[src/pkg/amlf_pkg.sv]
// Package for the alarm mask and lane FIFO alarm block.
// Assumes a 32-bit AXI4-Lite register bus, byte addresses.
package amlf_pkg;
   // Register indices, one 32-bit word each; interrupt pair follows the lane word, 2C3 left free
   localparam logic [9:0]  AMLF_IDX_SUMMARY  = 10'h2C0;
   localparam logic [9:0]  AMLF_IDX_STATUS   = 10'h2C1;
   localparam logic [9:0]  AMLF_IDX_MASK     = 10'h2C2;
   localparam logic [9:0]  AMLF_IDX_LANE     = 10'h2C4;
   localparam logic [9:0]  AMLF_IDX_IRQ_ST   = 10'h2C5;
   localparam logic [9:0]  AMLF_IDX_IRQ_MSK  = 10'h2C6;
   // Register byte addresses, four times the index
   localparam logic [11:0] AMLF_ADDR_SUMMARY = {AMLF_IDX_SUMMARY, 2'h0};
   localparam logic [11:0] AMLF_ADDR_STATUS  = {AMLF_IDX_STATUS, 2'h0};
   localparam logic [11:0] AMLF_ADDR_MASK    = {AMLF_IDX_MASK, 2'h0};
   localparam logic [11:0] AMLF_ADDR_LANE    = {AMLF_IDX_LANE, 2'h0};
   localparam logic [11:0] AMLF_ADDR_IRQ_ST  = {AMLF_IDX_IRQ_ST, 2'h0};
   localparam logic [11:0] AMLF_ADDR_IRQ_MSK = {AMLF_IDX_IRQ_MSK, 2'h0};
   // Widths
   localparam int AMLF_ADDR_W = 12;
   localparam int AMLF_ALM_W  = 6;
   localparam int AMLF_LANES  = 16;
   localparam int AMLF_IRQ_W  = 2;
   // Alarm status and mask bit positions
   localparam int AMLF_BIT_DIV   = 0;
   localparam int AMLF_BIT_NCO   = 1;
   localparam int AMLF_BIT_REAL  = 2;
   localparam int AMLF_BIT_LINK  = 3;
   localparam int AMLF_BIT_LOCK  = 4;
   localparam int AMLF_BIT_FIFO  = 5;
   // Interrupt bit positions
   localparam int AMLF_IRQ_SUM   = 0;
   localparam int AMLF_IRQ_LANE  = 1;
   // Reset values
   localparam logic [5:0]  AMLF_RST_STATUS = 6'h3F;
   localparam logic [5:0]  AMLF_RST_MASK   = 6'h3F;
   localparam logic [15:0] AMLF_RST_LANE   = 16'hFFFF;
   localparam logic [1:0]  AMLF_RST_IRQ_ST = 2'h0;
   localparam logic [1:0]  AMLF_RST_IRQ_MK = 2'h0;
   // AXI responses
   localparam logic [1:0]  AMLF_RESP_OKAY   = 2'h0;
   localparam logic [1:0]  AMLF_RESP_SLVERR = 2'h2;
endpackage : amlf_pkg

[src/core/amlf_top.sv]
// Alarm mask, alarm status and per-lane FIFO alarm registers, AXI4-Lite slave.
// Assumes alarm sources are synchronous level inputs on clk_in.
`timescale 1ns/10ps
`default_nettype none

// Behaviour
// (RQ1) Mask bit 5 set keeps FIFO alarm status out of the summary.
// (RQ2) Mask bit 4 set keeps lock-lost status out of the summary.
// (RQ3) Mask bit 3 set keeps link alarm status out of the summary.
// (RQ4) Mask bit 2 set keeps realignment status out of the summary.
// (RQ5) Mask bit 0 set keeps divider mismatch status out of the summary.
// (RQ6) Mask bit 1 is stored and read back only, no effect.
// (RQ7) Lane i FIFO overflow or underflow sets lane flag bit i.
// (RQ8) Writing one clears a lane flag bit; zero leaves it.
// (RQ9) A persisting lane fault sets its flag again at once.
// (RQ10) Writing one to status FIFO bit clears all lane flags.
// (RQ11) Lane flags reset to all ones.
// (RQ12) Any lane fault sets the FIFO status bit; writing one clears it.
// (RQ13) All alarm status bits reset to one.
// (RQ14) Summary is OR of unmasked status bits, registered one cycle later; status bit 1 is left out of the OR.
module amlf_top (
   // Clock and reset
   input  wire logic                               clk_in,
   input  wire logic                               rst_n_in,
   // Alarm sources
   input  wire logic [amlf_pkg::AMLF_LANES-1:0]    lane_fault_in,
   input  wire logic                               lock_lost_in,
   input  wire logic                               link_fault_in,
   input  wire logic                               clock_realign_in,
   input  wire logic                               divider_mismatch_in,
   // AXI4-Lite write address
   input  wire logic [amlf_pkg::AMLF_ADDR_W-1:0]   s_axi_awaddr_in,
   input  wire logic                               s_axi_awvalid_in,
   output logic                                    s_axi_awready_out,
   // AXI4-Lite write data
   input  wire logic [31:0]                        s_axi_wdata_in,
   input  wire logic [3:0]                         s_axi_wstrb_in,
   input  wire logic                               s_axi_wvalid_in,
   output logic                                    s_axi_wready_out,
   // AXI4-Lite write response
   output logic [1:0]                              s_axi_bresp_out,
   output logic                                    s_axi_bvalid_out,
   input  wire logic                               s_axi_bready_in,
   // AXI4-Lite read address
   input  wire logic [amlf_pkg::AMLF_ADDR_W-1:0]   s_axi_araddr_in,
   input  wire logic                               s_axi_arvalid_in,
   output logic                                    s_axi_arready_out,
   // AXI4-Lite read data
   output logic [31:0]                             s_axi_rdata_out,
   output logic [1:0]                              s_axi_rresp_out,
   output logic                                    s_axi_rvalid_out,
   input  wire logic                               s_axi_rready_in,
   // Alarm outputs
   output logic                                    summary_alarm_out,
   output logic                                    irq_out
);
   import amlf_pkg::*;

   // Bus state
   logic                  aw_held, next_aw_held;
   logic                  w_held, next_w_held;
   logic [AMLF_ADDR_W-1:0] aw_addr, next_aw_addr;
   logic [31:0]           w_data, next_w_data;
   logic [3:0]            w_strb, next_w_strb;
   logic                  bvalid, next_bvalid;
   logic [1:0]            bresp, next_bresp;
   logic                  rvalid, next_rvalid;
   logic [1:0]            rresp, next_rresp;
   logic [31:0]           rdata, next_rdata;
   // Alarm state
   logic [AMLF_ALM_W-1:0] alarm_status_register, next_alarm_status_register;
   logic [AMLF_ALM_W-1:0] alarm_source_mask, next_alarm_source_mask;
   logic [AMLF_LANES-1:0] lane_fifo_fault_flags, next_lane_fifo_fault_flags;
   logic                  summary, next_summary;
   logic [AMLF_IRQ_W-1:0] irq_status, next_irq_status;
   logic [AMLF_IRQ_W-1:0] irq_mask, next_irq_mask;
   // Decoded strobes
   logic                  wr_fire, rd_fire;
   logic [AMLF_ALM_W-1:0] alarm_events;
   logic [AMLF_ALM_W-1:0] status_clear;
   logic [AMLF_LANES-1:0] lane_clear;
   logic [AMLF_IRQ_W-1:0] irq_events;
   logic                  next_lane_any;
   logic                  lane_any;

   // Address is a mapped register
   function automatic logic amlf_mapped(input logic [AMLF_ADDR_W-1:0] a);
      amlf_mapped = (a == AMLF_ADDR_SUMMARY) || (a == AMLF_ADDR_STATUS) ||
                    (a == AMLF_ADDR_MASK) || (a == AMLF_ADDR_LANE) ||
                    (a == AMLF_ADDR_IRQ_ST) || (a == AMLF_ADDR_IRQ_MSK);
   endfunction : amlf_mapped

   // Bus handshake and alarm outputs
   assign s_axi_awready_out = !aw_held && !bvalid;
   assign s_axi_wready_out  = !w_held && !bvalid;
   assign s_axi_arready_out = !rvalid;
   assign s_axi_bvalid_out  = bvalid;
   assign s_axi_bresp_out   = bresp;
   assign s_axi_rvalid_out  = rvalid;
   assign s_axi_rresp_out   = rresp;
   assign s_axi_rdata_out   = rdata;
   assign summary_alarm_out = summary;
   assign irq_out           = |(irq_status & ~irq_mask);

   // Write fires once address and data are both held
   assign wr_fire = aw_held && w_held && !bvalid;
   assign rd_fire = s_axi_arvalid_in && !rvalid;

   // Source events
   always_comb begin
      alarm_events                = '0;
      alarm_events[AMLF_BIT_DIV]  = divider_mismatch_in;
      alarm_events[AMLF_BIT_REAL] = clock_realign_in;
      alarm_events[AMLF_BIT_LINK] = link_fault_in;
      alarm_events[AMLF_BIT_LOCK] = lock_lost_in;
      alarm_events[AMLF_BIT_FIFO] = |lane_fault_in;              // RQ12
   end

   // Write-one clear strobes
   always_comb begin
      status_clear = '0;
      lane_clear   = '0;
      if (wr_fire && w_strb[0] && aw_addr == AMLF_ADDR_STATUS) begin
         status_clear = w_data[AMLF_ALM_W-1:0];
      end
      if (wr_fire && aw_addr == AMLF_ADDR_LANE) begin
         lane_clear[7:0]  = w_strb[0] ? w_data[7:0] : 8'h00;    // RQ8
         lane_clear[15:8] = w_strb[1] ? w_data[15:8] : 8'h00;   // RQ8
      end
      if (status_clear[AMLF_BIT_FIFO]) begin
         lane_clear = '1;                                       // RQ10
      end
   end

   // Bus next state
   always_comb begin
      next_aw_held = aw_held;
      next_w_held  = w_held;
      next_aw_addr = aw_addr;
      next_w_data  = w_data;
      next_w_strb  = w_strb;
      next_bvalid  = bvalid;
      next_bresp   = bresp;
      next_rvalid  = rvalid;
      next_rresp   = rresp;
      next_rdata   = rdata;
      if (s_axi_awvalid_in && s_axi_awready_out) begin
         next_aw_held = 1'b1;
         next_aw_addr = s_axi_awaddr_in;
      end
      if (s_axi_wvalid_in && s_axi_wready_out) begin
         next_w_held = 1'b1;
         next_w_data = s_axi_wdata_in;
         next_w_strb = s_axi_wstrb_in;
      end
      if (wr_fire) begin
         next_aw_held = 1'b0;
         next_w_held  = 1'b0;
         next_bvalid  = 1'b1;
         next_bresp   = amlf_mapped(aw_addr) ? AMLF_RESP_OKAY : AMLF_RESP_SLVERR;
      end else if (bvalid && s_axi_bready_in) begin
         next_bvalid = 1'b0;
      end
      if (rd_fire) begin
         next_rvalid = 1'b1;
         next_rresp  = amlf_mapped(s_axi_araddr_in) ? AMLF_RESP_OKAY : AMLF_RESP_SLVERR;
         next_rdata  = '0;
         unique case (s_axi_araddr_in)
            AMLF_ADDR_SUMMARY: next_rdata[0] = summary;
            AMLF_ADDR_STATUS:  next_rdata[AMLF_ALM_W-1:0] = alarm_status_register;
            AMLF_ADDR_MASK:    next_rdata[AMLF_ALM_W-1:0] = alarm_source_mask;  // RQ6
            AMLF_ADDR_LANE:    next_rdata[AMLF_LANES-1:0] = lane_fifo_fault_flags;
            AMLF_ADDR_IRQ_ST:  next_rdata[AMLF_IRQ_W-1:0] = irq_status;
            AMLF_ADDR_IRQ_MSK: next_rdata[AMLF_IRQ_W-1:0] = irq_mask;
            default:           next_rdata = '0;
         endcase
      end else if (rvalid && s_axi_rready_in) begin
         next_rvalid = 1'b0;
      end
   end

   // Alarm next state; set wins over clear
   always_comb begin
      next_alarm_source_mask = alarm_source_mask;
      next_irq_mask          = irq_mask;
      if (wr_fire && w_strb[0] && aw_addr == AMLF_ADDR_MASK) begin
         next_alarm_source_mask = w_data[AMLF_ALM_W-1:0];              // RQ6
      end
      if (wr_fire && w_strb[0] && aw_addr == AMLF_ADDR_IRQ_MSK) begin
         next_irq_mask = w_data[AMLF_IRQ_W-1:0];
      end
      next_alarm_status_register = (alarm_status_register & ~status_clear)
                                   | alarm_events;                     // RQ12
      next_lane_fifo_fault_flags = (lane_fifo_fault_flags & ~lane_clear)
                                   | lane_fault_in;                    // RQ7 RQ9
      // Unmasked OR, bit 1 excluded
      next_summary = (alarm_status_register[AMLF_BIT_FIFO] & ~alarm_source_mask[AMLF_BIT_FIFO])
                   | (alarm_status_register[AMLF_BIT_LOCK] & ~alarm_source_mask[AMLF_BIT_LOCK])
                   | (alarm_status_register[AMLF_BIT_LINK] & ~alarm_source_mask[AMLF_BIT_LINK])
                   | (alarm_status_register[AMLF_BIT_REAL] & ~alarm_source_mask[AMLF_BIT_REAL])
                   | (alarm_status_register[AMLF_BIT_DIV] & ~alarm_source_mask[AMLF_BIT_DIV]);
      // RQ1 RQ2 RQ3 RQ4 RQ5 RQ14
      next_lane_any = |lane_fault_in;
      irq_events                = '0;
      irq_events[AMLF_IRQ_SUM]  = next_summary && !summary;
      irq_events[AMLF_IRQ_LANE] = next_lane_any && !lane_any;
      next_irq_status = irq_status | irq_events;
      if (rd_fire && s_axi_araddr_in == AMLF_ADDR_IRQ_ST) begin
         next_irq_status = irq_events;
      end
   end

   // Registers
   always_ff @(posedge clk_in or negedge rst_n_in) begin
      if (!rst_n_in) begin
         aw_held               <= 1'b0;
         w_held                <= 1'b0;
         aw_addr               <= '0;
         w_data                <= '0;
         w_strb                <= '0;
         bvalid                <= 1'b0;
         bresp                 <= AMLF_RESP_OKAY;
         rvalid                <= 1'b0;
         rresp                 <= AMLF_RESP_OKAY;
         rdata                 <= '0;
         alarm_status_register <= AMLF_RST_STATUS;   // RQ13
         alarm_source_mask     <= AMLF_RST_MASK;
         lane_fifo_fault_flags <= AMLF_RST_LANE;     // RQ11
         summary               <= 1'b0;
         lane_any              <= 1'b0;
         irq_status            <= AMLF_RST_IRQ_ST;
         irq_mask              <= AMLF_RST_IRQ_MK;
      end else begin
         aw_held               <= next_aw_held;
         w_held                <= next_w_held;
         aw_addr               <= next_aw_addr;
         w_data                <= next_w_data;
         w_strb                <= next_w_strb;
         bvalid                <= next_bvalid;
         bresp                 <= next_bresp;
         rvalid                <= next_rvalid;
         rresp                 <= next_rresp;
         rdata                 <= next_rdata;
         alarm_status_register <= next_alarm_status_register;
         alarm_source_mask     <= next_alarm_source_mask;
         lane_fifo_fault_flags <= next_lane_fifo_fault_flags;
         summary               <= next_summary;
         lane_any              <= next_lane_any;
         irq_status            <= next_irq_status;
         irq_mask              <= next_irq_mask;
      end
   end
endmodule : amlf_top

`default_nettype wire

[config.mk]
export PLATFORM = sky130hd
export DESIGN_NAME = amlf_top
export DESIGN_NICKNAME = d
export VERILOG_FILES = /design/src/pkg/amlf_pkg.sv /design/src/core/amlf_top.sv
export SDC_FILE = /design/constraint.sdc
export NUM_CORES = 1
export LEC_CHECK = 0
export ABC_AREA = 1
export BUFFER_PORTS_ARGS = -buffer_cell sky130_fd_sc_hd__buf_2
export CAP_MARGIN = 20
export CORE_ASPECT_RATIO = 1.2
export CORE_MARGIN = 8
export CORE_UTILIZATION = 51
export DETAILED_ROUTE_END_ITERATION = 7
export GPL_TIMING_DRIVEN = 0
export HOLD_SLACK_MARGIN = 0.06
export PLACE_DENSITY = 0.8
export REMOVE_ABC_BUFFERS = 1
export SLEW_MARGIN = 10
export SYNTH_ARGS = -nofsm -noshare
export SYNTH_HDL_FRONTEND = slang
export SYNTH_SLANG_ARGS = --single-unit
export TNS_END_PERCENT = 10
[constraint.sdc]
create_clock -name clk_in -period 1.6 [get_ports clk_in]
set_input_delay 0.08 -clock clk_in [delete_from_list [all_inputs] [get_ports clk_in]]
set_output_delay 0.08 -clock clk_in [all_outputs]
set_load 0.005 [all_outputs]
* After elaboration in Yosys (flattened, before gate mapping)
Index checks and enable logic that the tools add are counted.
** Word-level totals
- Bits in latches :: 0
- ROM bits :: 0
- Memories kept :: 0
- Register bits :: 88
- Output and inout bits :: 43
- RAM bits :: 0
- Word-level logic and storage cells :: 111
- Bits of input ports :: 87
** Operators by class
- Reduce and logical (&&, ||, !) cells :: 39
- Div/mod/pow operators :: 0
- Shift-type cells :: 0
- $lt $le $gt $ge :: 0
- Bitwise gates (word level) :: 23
- $add $sub $neg :: 0
- Multipliers :: 0
- Muxes and demuxes :: 20
- Equal/unequal tests :: 12
** Operators with widths (number)
- 12-bit == test (second input constant) :: 12
- 16-bit two-way mux :: 2
- 1-bit logical AND :: 17
- 16-bit bitwise AND :: 1
- 8-bit two-way mux :: 2
- 16-bit NOT :: 1
- 16-bit OR :: 1
- 16-bit OR reduction :: 1
- 4-bit case mux with 3 select lines :: 1
- 1-bit logical OR :: 10
- 10-bit two-way mux :: 1
- 1-bit two-way mux :: 8
- 2-bit nonzero test :: 4
- 6-bit bitwise AND :: 1
- 1-bit logical NOT :: 6
- 2-bit two-way mux :: 3
- 6-bit two-way mux :: 1
- 6-bit NOT :: 1
- 6-bit OR :: 1
- 1-bit case mux with 6 select lines :: 1
- 1-bit bitwise AND :: 5
- 1-bit NOT :: 5
- 1-bit case mux with 5 select lines :: 1
- 1-bit OR :: 4
- 4 further kinds :: 4

* Longest topological paths before layout
- Word-level depth :: 9
- Depth in mapped cells :: 10
- Gate-level depth less buffers :: 10

* Worst setup path after synthesis
OpenSTA, ideal clock, no wires.
- Path kind :: register -> register
- Start :: register bvalid (netlist: s_axi_bvalid_out)
- End :: register alarm_source_mask[1]
- Slack :: 0.270 ns
- Arrival :: 1.253 ns
- Period minus slack after synthesis :: 1.330 ns
- Library setup time :: 0.077 ns
- Required time :: 1.523 ns
- Buffers on the path :: 1
- Cell stages (with the launch flop) :: 8
- Path through :: dfrtp_1 nor3_2 nand2_2 inv_2 nand3_2 buf_4 nand2_1 o21ai_2
** On the way
- Cells in the longest elaborated chain, start to end :: 4
** RTL lines
- from (decl) :: RTL line amlf_top.sv:65 : logic bvalid, next_bvalid;
- from (signal assigned) :: RTL line amlf_top.sv:239 : bvalid <= next_bvalid;
- 1-bit logical NOT :: RTL line amlf_top.sv:106 : assign wr_fire = aw_held && w_held && !bvalid;
- 1-bit logical AND :: RTL line amlf_top.sv:106
- 1-bit logical AND (2 in series) :: RTL line amlf_top.sv:186 : if (wr_fire && w_strb[0] && aw_addr == AMLF_ADDR_MASK) begin
- to (signal assigned) :: RTL line amlf_top.sv:245 : alarm_source_mask <= next_alarm_source_mask;
- to (decl) :: RTL line amlf_top.sv:72 : logic [AMLF_ALM_W-1:0] alarm_source_mask, next_alarm_source_mask;
Every way passes these cells.
A chain may end at the register's enable or synchronous reset.

* Worst setup path in the final report
- Start :: register aw_addr[1]
- End :: register lane_fifo_fault_flags[15]
** On the way
- Cells in the longest elaborated chain, start to end :: 7
- Elaborated cells on any way between the ends :: 10
- Those cells by class :: eq/ne: 2; mux: 3; bitwise: 3; reduce/logical: 2
** RTL lines
- from (decl) :: RTL line amlf_top.sv:62 : logic [AMLF_ADDR_W-1:0] aw_addr, next_aw_addr;
- from (signal assigned) :: RTL line amlf_top.sv:236 : aw_addr <= next_aw_addr;
- 12-bit == test, on equally long branches :: RTL line amlf_top.sv:126, amlf_top.sv:123
- 1-bit logical AND, on equally long branches :: RTL line amlf_top.sv:126, amlf_top.sv:123
- 16-bit two-way mux or 6-bit two-way mux (tied branches) :: RTL line amlf_top.sv:126, amlf_top.sv:123
- 16-bit two-way mux (*) :: RTL line amlf_top.sv:130 : if (status_clear[AMLF_BIT_FIFO]) begin
- 16-bit NOT (*) :: RTL line amlf_top.sv:194 : next_lane_fifo_fault_flags = (lane_fifo_fault_flags & ~lane_clear)
- 16-bit bitwise AND (*) :: RTL line amlf_top.sv:194
- 16-bit OR (*) :: RTL line amlf_top.sv:195 : | lane_fault_in;
- via next_lane_fifo_fault_flags[15] :: RTL line amlf_top.sv:73 : logic [AMLF_LANES-1:0] lane_fifo_fault_flags, next_lane_fifo_fault_flags;
- to (signal assigned) :: RTL line amlf_top.sv:246 : lane_fifo_fault_flags <= next_lane_fifo_fault_flags;
- to (decl) :: RTL line amlf_top.sv:73
The timed path passes the listed nets; every way through them passes the cells marked *.

==> metrics.csv <==
metric,value,unit
area_delta_synth_final,30.6,%
fin_skew,8.66,ps
die_x,98.8,um
hp-class,input port to asynchronous set/reset pin,
synth_top_area_share,34.6,%
post-place-cells,664,
cts_root_buffer,clkbuf_8,
hpwl,7450,um
synth.largest_area_cell,dfrtp_1,
antenna_found_initial,0,
synthTopCellsByArea,"dfrtp_1 (35%), dfstp_2 (18%), nand2_1 (9.9%)",
synthesis.instances,487,
hold_violations,0,
holdWs,134,ps
wire_per_inst,15.1,um
track_usage,20.5,%
async_flop_share,100,%
ctsHtreeMaxLevel,3,
syn_avg_cell_area,8.62,um2
relSlewSlack,52.3,%
slowest_stage,dfrtp_1,
fin_cells,736,
nets,723,
gp_congestion,0.885,
cp-end-kind,register,
viasPerCell,5.12,
critPathCapture,lane_fifo_fault_flags[15],
cts_made_buffers,9,
period_share,92.4,%
cp_cell_sequence,or2_4 -> nor2_2 -> nand2_2 -> nor2_4 -> nand3_1 -> nand3_1 -> nand2_1,
vias,3769,
seq_area_frac_synth,52.1,%
synth_edf_count,0,
io_buffers,93,
critical_path_class,register to register,
p_leak,0.00291,uW
cts_tree,done,
path_common_cell,nand3_1,
period_minus_slack,1480,ps
cp.arrival,1770,ps
crit_start,aw_addr[1],
cts_buffer_depth,2,
grt_pass1_wl,18800,um
clock-sinks,86,
design.core.area,8060,um2
clk_latency,360,ps
reg2reg_to,lane_fifo_fault_flags[15],
synthesis.area,4200,um2
report.final.slew_viol_count,0,
status,finished clean,
powerDensity,1120,nW/um2
clkTransAtPathRegs,90,ps
grt_overflow_total,0,
insertedDiodeCount,0,
initial_core_util,52.0,%
num_io_pins,130,
ant_nets,0,
crit_family,simple AND/OR/NAND/NOR gates,
cp.buffers_inverters,0,
synth.most_common_cell,nand2_1,
drive_gt1_share,29.5,%
dr.pass1.iters,5,
fin_total_pwr,6150,uW
r2r_start,aw_addr[1],
startpoint_type,register,
synth-seq-cells,86,
floorplan.rows,36,
max_freq,676,MHz
drv_cap,0,
drt-initial-drc-count,279,
tightest_slew,713,ps
cp_max_fo,9,
drc,0,
slowest_delay,390,ps
r2r_slack,120,ps
peakVddDrop,0.00102,V
setup_viol,0,
dieArea,11400,um2
synthTopCellsByCount,"nand2_1 (111), nand3_1 (65), inv_1 (62)",
rsz0062_at_grt,false,
worstSetupPathDepth,7,
synth.distinct_cells,29,
yosysWarnings,0,
drt-total-wl,11100,um
synth_ff_type,dfrtp_1,
chipHeight,115,um
cp.required,1890,ps
rr_worst_depth,7,
grt_max_degree,69,
first_global_vias,4051,
## worst reg2reg max path: stages (launching register included)
cell	delay [ps]
dfrtp_1	390
or2_4	280
nor2_2	130
nand2_2	100
nor2_4	200
nand3_1	130
nand3_1	120
nand2_1	80
## logic make-up (layout without fill, tap and decap cells)
| group | Yosys count | in the layout | share of synthesized area, % |
|---|---|---|---|
| AO/OA/AOI/OAI | 39 | 39 | 5.58 |
| multiplexers | 18 | 18 | 4.83 |
| buffers and inverters | 94 | 231 | 10.4 |
| other | 1 | 18 | 0.0894 |
| AND/OR/NAND/NOR | 249 | 249 | 27.0 |
| flip-flops | 86 | 86 | 52.1 |
## worst min path at each step
stage / to / slack (ps) / cells past startpoint
global placement: s_axi_bvalid_out / 260 / 2
global route: s_axi_rvalid_out / 170 / 2
finish: s_axi_rvalid_out / 130 / 2
CTS: s_axi_rvalid_out / 140 / 2
floorplan: aw_addr[0] / -220 / 0
detailed placement: s_axi_rvalid_out / -20 / 1
## power breakdown
part	switching (uW)	total, uW	internal (uW)
Combinational	928	1630	701
Sequential	312	2940	2620
Clock	839	1580	743
## sequential cells by signal, indices dropped and copies added, names as in the netlist
register               count
alarm_status_register      6
w_strb                     2
s_axi_bresp_out            1
w_data                    16
lane_fifo_fault_flags     16
lane_any                   1
w_held                     1
aw_addr                   12
irq_status                 2
s_axi_rresp_out            1
s_axi_rdata_out           16
s_axi_rvalid_out           1
s_axi_bvalid_out           1
irq_mask                   2
summary_alarm_out          1
aw_held                    1
alarm_source_mask          6
## final cells by class
cell class | instances | area, um2
Timing Repair Buffer | 150 | 1050
Clock buffer | 9 | 124
Fill cell | 613 | 2580
Multi-Input combinational cell | 324 | 1670
Inverter | 65 | 246
Sequential cell | 86 | 2190
Clock inverter | 7 | 80.1
Tap cell | 95 | 119
## through the flow
| step | setup TNS, ps | util, % | setup slack [ps] | cell area [um2] |
|---|---|---|---|---|
| finish | 0 | 68.0 | 121 | 5480 |
| detailed placement | -10810 | 58.1 | -430 | 4680 |
| global placement | -19890 | 57.7 | -381 | 4650 |
| global route | 0 | 68.0 | 7.22 | 5480 |
| CTS | 0 | 67.4 | 65.0 | 5440 |
| floorplan | -346 | - | -57.7 | 4070 |
## cells in the final DEF, fill, tap and decap left out, drive strengths merged
| cell type | n |
|---|---|
| mux2 | 18 |
| dfrtp | 58 |
| dlygate4sd3 | 53 |
| nand3 | 68 |
| clkbuf | 9 |
| nor2 | 52 |
| bufinv | 1 |
| buf | 97 |
| o21ai | 17 |
| o22ai | 3 |
| dfstp | 28 |
| clkinvlp | 2 |
| o21bai | 5 |
| nand3b | 1 |
| conb | 18 |
| nor3 | 4 |
| or2 | 1 |
| a21oi | 14 |
| inv | 69 |
| nand4 | 9 |
| nand2 | 114 |
## metal layers
layer  global-route usage, %  vias to the layer above  wire length [um]
li1                        -                     1812                 -
met1                    22.4                     1783              4290
met2                    35.2                      138              5570
met3                    6.97                       36               880
met4                    9.74                        0               403
met5                       0                        -                 0
## what timing repair did
item                       CTS  global route
buffers inserted             1             2
hold buffers                53             0
setup endpoints to repair   34            36
hold endpoints to repair   115             0
gates resized for setup      3             8
pin swaps                    1             2
No activity file was read; power rests on OpenSTA's default activity.
